**src/core/lpm_pkg.sv**
```systemverilog
// Package: register map, fields, timing and states of the low-power sequencer
package lpm_pkg;
	localparam logic [7:0] OFS_CTRL = 8'h00;
	localparam logic [7:0] OFS_CSTS = 8'h04;
	localparam logic [7:0] OFS_CORE = 8'h08;
	localparam logic [7:0] OFS_IRQ_STAT = 8'h0C;
	localparam logic [7:0] OFS_IRQ_MASK = 8'h10;
	// Control register fields
	localparam int CTRL_LPDS = 0;
	localparam int CTRL_PDDS = 1;
	localparam int CTRL_WUCLR = 2;
	localparam int CTRL_SBCLR = 3;
	localparam int CTRL_PVDEN = 4;
	localparam int CTRL_BPWEN = 8;
	localparam int CTRL_FPDSM = 9;
	localparam int CTRL_VOS = 14;
	localparam logic [31:0] CTRL_RESET = 32'h0000_4000;
	localparam logic [31:0] CTRL_WMASK = 32'h0000_43F3;
	// Status register fields
	localparam int CSTS_WUE = 0;
	localparam int CSTS_SB = 1;
	// Core-side control fields
	localparam int CORE_SOE = 0;
	localparam int CORE_DEEP = 1;
	// Interrupt status fields
	localparam int IRQ_W = 4;
	localparam int IRQ_SLEEP = 0;
	localparam int IRQ_STOP = 1;
	localparam int IRQ_STBY = 2;
	localparam int IRQ_WAKE = 3;
	// Timing, 250 MHz clock
	localparam int CLK_PERIOD_PS = 4000;
	localparam int HSI_START_NS = 2000;
	localparam int REG_RECOVER_NS = 8000;
	localparam int CHIP_RESET_NS = 4000;
	localparam int HSI_CYC = (HSI_START_NS * 1000) / CLK_PERIOD_PS;
	localparam int REG_CYC = (REG_RECOVER_NS * 1000) / CLK_PERIOD_PS;
	localparam int RST_CYC = (CHIP_RESET_NS * 1000) / CLK_PERIOD_PS;
	localparam int WUFLG_CLR_DLY = 2;
	localparam int WAKE_SRC_N = 6;
	typedef enum logic [2:0] {
		ST_RUN = 3'b000,
		ST_SLEEP = 3'b001,
		ST_STOP = 3'b010,
		ST_STBY = 3'b011,
		ST_WAKE = 3'b100,
		ST_ISR = 3'b101
	} lpm_state_e;
endpackage

```
**src/core/lpm_edge.sv**
```systemverilog
`timescale 1ns/1ps
// Per-source rising edge detector for wake inputs
module lpm_edge #(
	parameter int N = 6
) (
	// Clock and reset
	input wire logic clk_i,
	input wire logic rst_b_i,
	// Levels in, pulses out
	input wire logic [N-1:0] lvl_i,
	output logic [N-1:0] rise_o
);
	logic [N-1:0] prev_ff;

	initial begin
		if (N < 1) $error("N must be positive");
	end

	genvar g;
	generate
		for (g = 0; g < N; g++) begin : g_src
			always_ff @(posedge clk_i) begin
				if (!rst_b_i) begin
					prev_ff[g] <= 1'b0;
				end else begin
					prev_ff[g] <= lvl_i[g];
				end
			end
			assign rise_o[g] = lvl_i[g] & ~prev_ff[g];
		end
	endgenerate
endmodule

```
**src/core/lpm_timer.sv**
```systemverilog
`timescale 1ns/1ps
// Down counter timing wake-up latency
module lpm_timer #(
	parameter int W = 16
) (
	// Clock and reset
	input wire logic clk_i,
	input wire logic rst_b_i,
	// Load and status
	input wire logic load_i,
	input wire logic [W-1:0] count_i,
	output logic done_o
);
	logic [W-1:0] cnt_ff;

	initial begin
		if (W < 2) $error("W too small");
	end

	always_ff @(posedge clk_i) begin
		if (!rst_b_i) begin
			cnt_ff <= '0;
		end else if (load_i) begin
			cnt_ff <= count_i;
		end else if (cnt_ff != '0) begin
			cnt_ff <= cnt_ff - 1'b1;
		end
	end

	// Done in the last counted cycle, so a load of N lasts N cycles
	assign done_o = (cnt_ff <= W'(1)) & ~load_i;
endmodule

```
**src/core/lpm_ctrl.sv**
```systemverilog
// The implementer's own choice: strobed register access.
`timescale 1ns/1ps
// Low-power mode sequencer: sleep, stop and standby control
// Function
// - sleep on wait when deep sleep is off
// - irq wakes irq wait, event wakes event wait
// - sleep halts only core clock
// - irq wake runs handler, event resumes
// - deep and not powerdown enters stop
// - stop regulator low power follows setting
// - stop halts core and peripherals, retains
// - stop latency oscillator, plus regulator recovery if low power
// - deep, powerdown, flag clear enters standby
// - standby left on pin, rtc, resets
// - standby stops all, loses contents
// - standby wake takes chip reset time
// - rtc events wake stop and standby
// - powerdown select chooses standby over stop
// - standby flag set, cleared by write
// - wake event flag set by sources
module lpm_ctrl
	import lpm_pkg::*;
#(
	parameter int TW = 16
) (
	// Clock and reset
	input wire logic CLOCK_I,
	input wire logic RST_B_I,
	// Register port
	input wire logic [7:0] ADDR_I,
	input wire logic [31:0] WDATA_I,
	input wire logic WR_I,
	input wire logic RD_I,
	output logic [31:0] RDATA_O,
	// Core side
	input wire logic WAIT_FOR_INTERRUPT_I,
	input wire logic WAIT_FOR_EVENT_I,
	input wire logic IRQ_I,
	input wire logic EVENT_I,
	input wire logic ISR_RETURN_I,
	input wire logic POR_I,
	// Wake sources: pin, alarm, wakeup, tamper, timestamp, reset pin, watchdog
	input wire logic WAKE_PIN_I,
	input wire logic RTC_ALARM_I,
	input wire logic RTC_WAKEUP_I,
	input wire logic RTC_TAMPER_I,
	input wire logic RTC_TSTAMP_I,
	input wire logic EXT_RESET_PIN_I,
	input wire logic WATCHDOG_RST_I,
	// Power controls
	output logic CORE_CLK_EN_O,
	output logic PERIPH_CLK_EN_O,
	output logic REG_LOWPOWER_O,
	output logic REG_OFF_O,
	output logic RETAIN_LOST_O,
	output logic CHIP_RESET_O,
	output logic SERVICE_IRQ_O,
	output logic [2:0] MODE_O,
	// Interrupt
	output logic INT_O
);
	lpm_state_e state_ff, nxt_state;
	logic [31:0] ctrl_ff;
	logic wue_ff, sb_ff;
	logic soe_ff, deep_ff;
	logic via_event_ff;
	logic [TW-1:0] wake_len_ff;
	logic lp_used_ff;
	logic [1:0] wuclr_ff;
	logic [IRQ_W-1:0] irq_stat_ff, irq_mask_ff, irq_set;
	logic [WAKE_SRC_N-1:0] src_lvl, src_rise;
	logic any_rtc, wake_evt, stby_wake, wait_any;
	logic tmr_load, tmr_done;
	logic [TW-1:0] tmr_count;
	logic wr_ctrl, wr_core, wr_stat, wr_mask;

	initial begin
		if (REG_CYC + HSI_CYC >= (1 << TW) || RST_CYC >= (1 << TW))
			$error("TW too narrow for wake-up latency");
	end

	assign src_lvl = {WATCHDOG_RST_I, RTC_TSTAMP_I, RTC_TAMPER_I,
		RTC_WAKEUP_I, RTC_ALARM_I, WAKE_PIN_I};

	lpm_edge #(.N(WAKE_SRC_N)) u_edge (
		.clk_i(CLOCK_I),
		.rst_b_i(RST_B_I),
		.lvl_i(src_lvl),
		.rise_o(src_rise)
	);

	lpm_timer #(.W(TW)) u_timer (
		.clk_i(CLOCK_I),
		.rst_b_i(RST_B_I),
		.load_i(tmr_load),
		.count_i(tmr_count),
		.done_o(tmr_done)
	);

	assign any_rtc = |src_rise[4:1];
	assign wake_evt = src_rise[0] | any_rtc;
	assign stby_wake = wake_evt | EXT_RESET_PIN_I | WATCHDOG_RST_I;
	assign wait_any = WAIT_FOR_INTERRUPT_I | WAIT_FOR_EVENT_I;
	assign wr_ctrl = WR_I && ADDR_I == OFS_CTRL;
	assign wr_core = WR_I && ADDR_I == OFS_CORE;
	assign wr_stat = WR_I && ADDR_I == OFS_IRQ_STAT;
	assign wr_mask = WR_I && ADDR_I == OFS_IRQ_MASK;

	// Control register; cleared to reset value when standby wakes
	always_ff @(posedge CLOCK_I) begin
		if (!RST_B_I || (state_ff == ST_STBY && stby_wake)) begin
			ctrl_ff <= CTRL_RESET;
		end else if (wr_ctrl) begin
			ctrl_ff <= WDATA_I & CTRL_WMASK;
		end
	end

	// Core-side deep sleep and sleep-on-exit settings
	always_ff @(posedge CLOCK_I) begin
		if (!RST_B_I || (state_ff == ST_STBY && stby_wake)) begin
			soe_ff <= 1'b0;
			deep_ff <= 1'b0;
		end else if (wr_core) begin
			soe_ff <= WDATA_I[CORE_SOE];
			deep_ff <= WDATA_I[CORE_DEEP];
		end
	end

	// Wake flag clear takes effect two clocks after the write
	always_ff @(posedge CLOCK_I) begin
		if (!RST_B_I) begin
			wuclr_ff <= 2'h0;
		end else begin
			wuclr_ff <= {wuclr_ff[0], wr_ctrl & WDATA_I[CTRL_WUCLR]};
		end
	end

	// Wake event flag: a set wins over a clear
	always_ff @(posedge CLOCK_I) begin
		if (!RST_B_I) begin
			wue_ff <= 1'b0;
		end else if (wake_evt) begin
			wue_ff <= 1'b1;
		end else if (wuclr_ff[1]) begin
			wue_ff <= 1'b0;
		end
	end

	// Standby flag: survives standby wake, cleared by POR or write
	always_ff @(posedge CLOCK_I) begin
		if (!RST_B_I) begin
			sb_ff <= 1'b0;
		end else if (nxt_state == ST_STBY && state_ff != ST_STBY) begin
			sb_ff <= 1'b1;
		end else if (POR_I || (wr_ctrl && WDATA_I[CTRL_SBCLR])) begin
			sb_ff <= 1'b0;
		end
	end

	// Sequencer
	always_comb begin
		nxt_state = state_ff;
		tmr_load = 1'b0;
		tmr_count = '0;
		case (state_ff)
			ST_RUN: begin
				if (wait_any && !deep_ff) begin
					nxt_state = ST_SLEEP;
				end else if (wait_any && !ctrl_ff[CTRL_PDDS]) begin
					nxt_state = ST_STOP;
				end else if (wait_any && !wue_ff) begin
					nxt_state = ST_STBY;
				end
			end
			ST_ISR: begin
				if (ISR_RETURN_I) begin
					nxt_state = soe_ff ? ST_SLEEP : ST_RUN;
				end
			end
			ST_SLEEP: begin
				if (via_event_ff ? EVENT_I : IRQ_I) begin
					nxt_state = via_event_ff ? ST_RUN : ST_ISR;
				end
			end
			ST_STOP: begin
				if ((via_event_ff ? EVENT_I : IRQ_I) || any_rtc) begin
					nxt_state = ST_WAKE;
					tmr_load = 1'b1;
					tmr_count = TW'(lp_used_ff ? HSI_CYC + REG_CYC : HSI_CYC);
				end
			end
			ST_STBY: begin
				if (stby_wake) begin
					nxt_state = ST_WAKE;
					tmr_load = 1'b1;
					tmr_count = TW'(RST_CYC);
				end
			end
			ST_WAKE: begin
				if (tmr_done) begin
					nxt_state = via_event_ff || REG_OFF_O ? ST_RUN : ST_ISR;
				end
			end
			default: nxt_state = ST_RUN;
		endcase
	end

	always_ff @(posedge CLOCK_I) begin
		if (!RST_B_I) begin
			state_ff <= ST_RUN;
			via_event_ff <= 1'b0;
		end else begin
			state_ff <= nxt_state;
			if (state_ff == ST_RUN && wait_any) begin
				via_event_ff <= WAIT_FOR_EVENT_I & ~WAIT_FOR_INTERRUPT_I;
			end
		end
	end

	// Regulator mode latched at stop entry; standby uses reset-kind wake
	always_ff @(posedge CLOCK_I) begin
		if (!RST_B_I) begin
			lp_used_ff <= 1'b0;
		end else if (state_ff == ST_RUN && nxt_state == ST_STOP) begin
			lp_used_ff <= ctrl_ff[CTRL_LPDS];
		end else if (state_ff == ST_RUN && nxt_state == ST_STBY) begin
			lp_used_ff <= 1'b0;
		end
	end

	// Power control outputs
	always_ff @(posedge CLOCK_I) begin
		if (!RST_B_I) begin
			CORE_CLK_EN_O <= 1'b1;
			PERIPH_CLK_EN_O <= 1'b1;
			REG_LOWPOWER_O <= 1'b0;
			REG_OFF_O <= 1'b0;
			RETAIN_LOST_O <= 1'b0;
			CHIP_RESET_O <= 1'b0;
		end else begin
			CORE_CLK_EN_O <= nxt_state == ST_RUN || nxt_state == ST_ISR;
			PERIPH_CLK_EN_O <= nxt_state != ST_STOP &&
				nxt_state != ST_STBY;
			REG_LOWPOWER_O <= nxt_state == ST_STOP &&
				(state_ff == ST_STOP ? lp_used_ff : ctrl_ff[CTRL_LPDS]);
			if (nxt_state == ST_STBY) begin
				REG_OFF_O <= 1'b1;
				RETAIN_LOST_O <= 1'b1;
			end else if (nxt_state == ST_RUN || nxt_state == ST_ISR) begin
				REG_OFF_O <= 1'b0;
				RETAIN_LOST_O <= 1'b0;
			end
			CHIP_RESET_O <= nxt_state == ST_WAKE && REG_OFF_O;
		end
	end

	assign SERVICE_IRQ_O = state_ff == ST_ISR;
	assign MODE_O = state_ff;

	// Interrupt status: sleep, stop, standby entry and wake
	assign irq_set = {wake_evt,
		nxt_state == ST_STBY && state_ff != ST_STBY,
		nxt_state == ST_STOP && state_ff != ST_STOP,
		nxt_state == ST_SLEEP && state_ff != ST_SLEEP};

	always_ff @(posedge CLOCK_I) begin
		if (!RST_B_I) begin
			irq_stat_ff <= '0;
		end else begin
			irq_stat_ff <= irq_set |
				(irq_stat_ff & ~(wr_stat ? WDATA_I[IRQ_W-1:0] : '0));
		end
	end

	always_ff @(posedge CLOCK_I) begin
		if (!RST_B_I) begin
			irq_mask_ff <= '0;
		end else if (wr_mask) begin
			irq_mask_ff <= WDATA_I[IRQ_W-1:0];
		end
	end
	assign INT_O = |(irq_stat_ff & irq_mask_ff);

	// Read data one cycle after the strobe
	always_ff @(posedge CLOCK_I) begin
		if (!RST_B_I) begin
			RDATA_O <= 32'h0000_0000;
		end else if (RD_I) begin
			case (ADDR_I)
				OFS_CTRL: RDATA_O <= ctrl_ff;
				OFS_CSTS: RDATA_O <= {30'h0, sb_ff, wue_ff};
				OFS_CORE: RDATA_O <= {30'h0, deep_ff, soe_ff};
				OFS_IRQ_STAT: RDATA_O <= {28'h0, irq_stat_ff};
				OFS_IRQ_MASK: RDATA_O <= {28'h0, irq_mask_ff};
				default: RDATA_O <= 32'h0000_0000;
			endcase
		end else begin
			RDATA_O <= 32'h0000_0000;
		end
	end

	always_ff @(posedge CLOCK_I) begin
		if (!RST_B_I || state_ff != ST_WAKE) begin
			wake_len_ff <= '0;
		end else begin
			wake_len_ff <= wake_len_ff + 1'b1;
		end
	end

	property p_sleep_entry;
		@(posedge CLOCK_I) disable iff (!RST_B_I)
		state_ff == ST_RUN && wait_any && !deep_ff |=> state_ff == ST_SLEEP;
	endproperty
	a_sleep_entry: assert property (p_sleep_entry)
		else $error("wait without deep sleep did not sleep");
	property p_stop_entry;
		@(posedge CLOCK_I) disable iff (!RST_B_I)
		state_ff == ST_RUN && wait_any && deep_ff && !ctrl_ff[CTRL_PDDS]
		|=> state_ff == ST_STOP && !PERIPH_CLK_EN_O && !CORE_CLK_EN_O;
	endproperty
	a_stop_entry: assert property (p_stop_entry)
		else $error("stop not entered");
	property p_stby_block;
		@(posedge CLOCK_I) disable iff (!RST_B_I)
		state_ff == ST_RUN && wait_any && deep_ff && ctrl_ff[CTRL_PDDS] && wue_ff
		|=> state_ff == ST_RUN;
	endproperty
	a_stby_block: assert property (p_stby_block)
		else $error("standby entered with wake flag set");
	property p_stby_flag;
		@(posedge CLOCK_I) disable iff (!RST_B_I)
		state_ff == ST_RUN && nxt_state == ST_STBY |=> sb_ff && REG_OFF_O;
	endproperty
	a_stby_flag: assert property (p_stby_flag)
		else $error("standby flag not set");
	property p_wake_flag;
		@(posedge CLOCK_I) disable iff (!RST_B_I)
		wake_evt |=> wue_ff;
	endproperty
	a_wake_flag: assert property (p_wake_flag)
		else $error("wake flag missed");
	property p_sleep_clk;
		@(posedge CLOCK_I) disable iff (!RST_B_I)
		state_ff == ST_SLEEP |-> PERIPH_CLK_EN_O && !CORE_CLK_EN_O;
	endproperty
	a_sleep_clk: assert property (p_sleep_clk)
		else $error("sleep clocks wrong");
	property p_event_wake;
		@(posedge CLOCK_I) disable iff (!RST_B_I)
		state_ff == ST_SLEEP && via_event_ff && EVENT_I |=> state_ff == ST_RUN;
	endproperty
	a_event_wake: assert property (p_event_wake)
		else $error("event wake did not resume");
	property p_stop_lat;
		@(posedge CLOCK_I) disable iff (!RST_B_I)
		state_ff == ST_WAKE && nxt_state != ST_WAKE && !REG_OFF_O
		|-> wake_len_ff ==
			TW'(lp_used_ff ? HSI_CYC + REG_CYC - 1 : HSI_CYC - 1);
	endproperty
	a_stop_lat: assert property (p_stop_lat)
		else $error("stop wake latency wrong");
	property p_stby_wake;
		@(posedge CLOCK_I) disable iff (!RST_B_I)
		state_ff == ST_STBY && stby_wake |=> CHIP_RESET_O && ctrl_ff == CTRL_RESET;
	endproperty
	a_stby_wake: assert property (p_stby_wake)
		else $error("standby wake missed");
endmodule

```
**config.mk**
```make
export PLATFORM = sky130hd
export DESIGN_NAME = lpm_ctrl
export DESIGN_NICKNAME = d
export VERILOG_FILES = /design/src/core/lpm_pkg.sv /design/src/core/lpm_edge.sv /design/src/core/lpm_timer.sv /design/src/core/lpm_ctrl.sv
export SDC_FILE = /design/constraint.sdc
export NUM_CORES = 1
export LEC_CHECK = 0
export BUFFER_PORTS_ARGS = -buffer_cell sky130_fd_sc_hd__buf_2
export CORE_UTILIZATION = 40
export CTS_CLUSTER_DIAMETER = 100
export CTS_CLUSTER_SIZE = 40
export DETAILED_ROUTE_END_ITERATION = 7
export SLEW_MARGIN = 20
export SYNTH_ARGS = -nofsm -noshare
export SYNTH_HDL_FRONTEND = slang
export SYNTH_HIERARCHICAL = 1
export SYNTH_SLANG_ARGS = --single-unit
export TNS_END_PERCENT = 100
```
**constraint.sdc**
```tcl
create_clock -name CLOCK_I -period 9.8 [get_ports CLOCK_I]
set_input_delay 1.96 -clock CLOCK_I [delete_from_list [all_inputs] [get_ports CLOCK_I]]
set_output_delay 1.96 -clock CLOCK_I [all_outputs]
set_load 0.005 [all_outputs]
```
==> reports/results.ini <==
[setup_path]
path_cells = buf_2 > nor2b_1 > nor4_1 > nand2_1 > nand2b_1 > nand2_1 > inv_1 > and3_1 > o21ai_0 > nand4_1 > o221ai_1 > or2_2 > o211a_1 > a31o_2
rrSetupSlack_ns = 5.40
required_ns = 10.04
crit_type = in2reg
path_common_cell = nand2_1
cpPeakStageDelay_ns = 0.72
critPathMaxFanout = 26
cp_slowest_cell = inv_1
endpoint_kind = flip-flop
startpoint_type = input port
crit_arrival_ns = 6.12

[layout]
nFillCells = 779
nNetsFinal = 484
drive_above_1_share_pct = 21.40
final_cell_mix = 65 x dfxtp_1, 57 x buf_2, 42 x nand2_1
syn2layout_area_growth_pct = 14.82
ff_latch_area_um2 = 1301
mostFrequentLayoutCell = dfxtp_1
multiInputGateArea_um2 = 1730
antenna_cells = 0

[sta]
period_share_pct = 59.99
max_slew.worst_pin.slew_ns = 0.8205
min_period_ns = 5.879
relSlewSlack_pct = 45.17
finalHoldViolations = 0
slew_violations = 0
skew_ns = 0.01152
fmax_mhz = 170.1
setup_tns_ns = 0
hold_ws_ns = 0.4360
setup_viol = 0
rsz0062_at_grt = false

[grt]
grt.overflow.total = 0
grt_pass1_wl_um = 12110
grt_max_degree = 49
grt_pass1_vias = 2525
antenna_found_initial = 0
grtUsageTotal_pct = 18.43

[clock_network]
cts_max_path_buffers = 2
cts_resized = 0
clock_latency_ns = 0.35
postCtsSetupBuffers = 0
root_buffer = clkbuf_8
clkSlewWorstSetupHoldPaths_ns = 0.08
clock_sinks = 65
ctsHtreeMaxLevel = 3
cts-buffers-inserted = 9
holdBufCountCts = 0
cts_tree = yes

[routing]
drt-vias-per-instance = 4.992
drt-wirelength-per-cell_um = 13.56
drcViolationCount = 0
initialDrtViolationCount = 100
vias = 2656
dr.pass1.iters = 4
antenna_left = 0
wirelength_um = 7212

[floorplan]
core_area_um2 = 7727
rows = 32
dieHeight_um = 91.56
io_pins = 100
initial_core_util_pct = 41.52
fp.dieW_um = 91.56
die_area_um2 = 8382

[synth]
synth_cells = 365
ys_warn_count = 6
syn_area_um2 = 3208
synth_area_per_cell_um2 = 8.789

[run]
cap_violations = 0

[placement]
gp_congestion = 0.8807
hpwl_um = 5206
io_buffers = 57

[worst_hold_path]
min_path_type = reg2reg

[power_and_ir_drop]
power_density_nw_per_um2 = 239.8
ir_drop_mv = 0.1053
p_leak_uw = 0.001649

[outcome]
status = finished clean

==> path summary, 6_finish.rpt <==
| check | cells after the start | from | endpoint |
|---|---|---|---|
| worst min-delay path | 1 | wuclr_ff[0] | wuclr_ff[1] |
| worst min register to register | 1 | wuclr_ff[0] | wuclr_ff[1] |
| worst max-delay path | 14 | RTC_WAKEUP_I | RETAIN_LOST_O |
| worst max register to register | 13 | u_edge/prev_ff[2] | RETAIN_LOST_O |
==> routing by layer <==
metal	part of all wire (%)	global-route usage [%]	routed length [µm]	up-vias
li1	-	-	-	1360
met1	47	23.25	3354	1213
met2	47	30.01	3406	71
met3	4.4	3.518	314	12
met4	1.9	8.995	137	0
met5	0	0	0	-
==> worst max-delay path, delay by kind of cell <==
| kind | cells | cell delay, ns |
|---|---|---|
| and+or+nand+nor | 8 | 2.62 |
| AOI/OAI and AO/OA | 4 | 0.71 |
| buffers and inverters | 2 | 0.82 |
==> flip-flops by register name (all words and copies together), names as in the netlist, 2 cells and up <==
| name | cells |
|---|---|
| ctrl_ff | 9 |
| u_timer/cnt_ff | 16 |
| irq_stat_ff | 4 |
| MODE_O | 3 |
| wuclr_ff | 2 |
| u_edge/prev_ff | 5 |
| RDATA_O | 11 |
| irq_mask_ff | 4 |
==> power by group <==
part	total, µW	internal, µW	switching, µW
combinational	302	140	162
clock	235	126	108
sequential	346	303	43.0
==> final cells by class <==
type | instances | share of cell area (%)
Timing Repair Buffer | 57 | 7.745
Inverter | 9 | 0.9171
Sequential cell | 65 | 35.33
Clock buffer | 11 | 3.838
Multi-Input combinational cell | 283 | 46.98
Clock inverter | 5 | 1.732
Tap cell | 102 | 3.465
==> per-stage QoR <==
stage / utilization (%) / instances / setup slack (ns) / power [µW] / cell area, µm²
finish: 47.67 / 532 / 3.921 / 883.4 / 3684
global placement: 45.01 / 516 / 3.618 / 642.0 / 3478
floorplan: - / 392 / 5.127 / 605.9 / 3309
global route: 47.67 / 532 / 3.544 / 946.0 / 3684
CTS: 47.67 / 532 / 3.903 / 889.8 / 3684
detailed placement: 45.01 / 516 / 3.557 / 652.7 / 3478
Power figures use the tool's default switching activity.
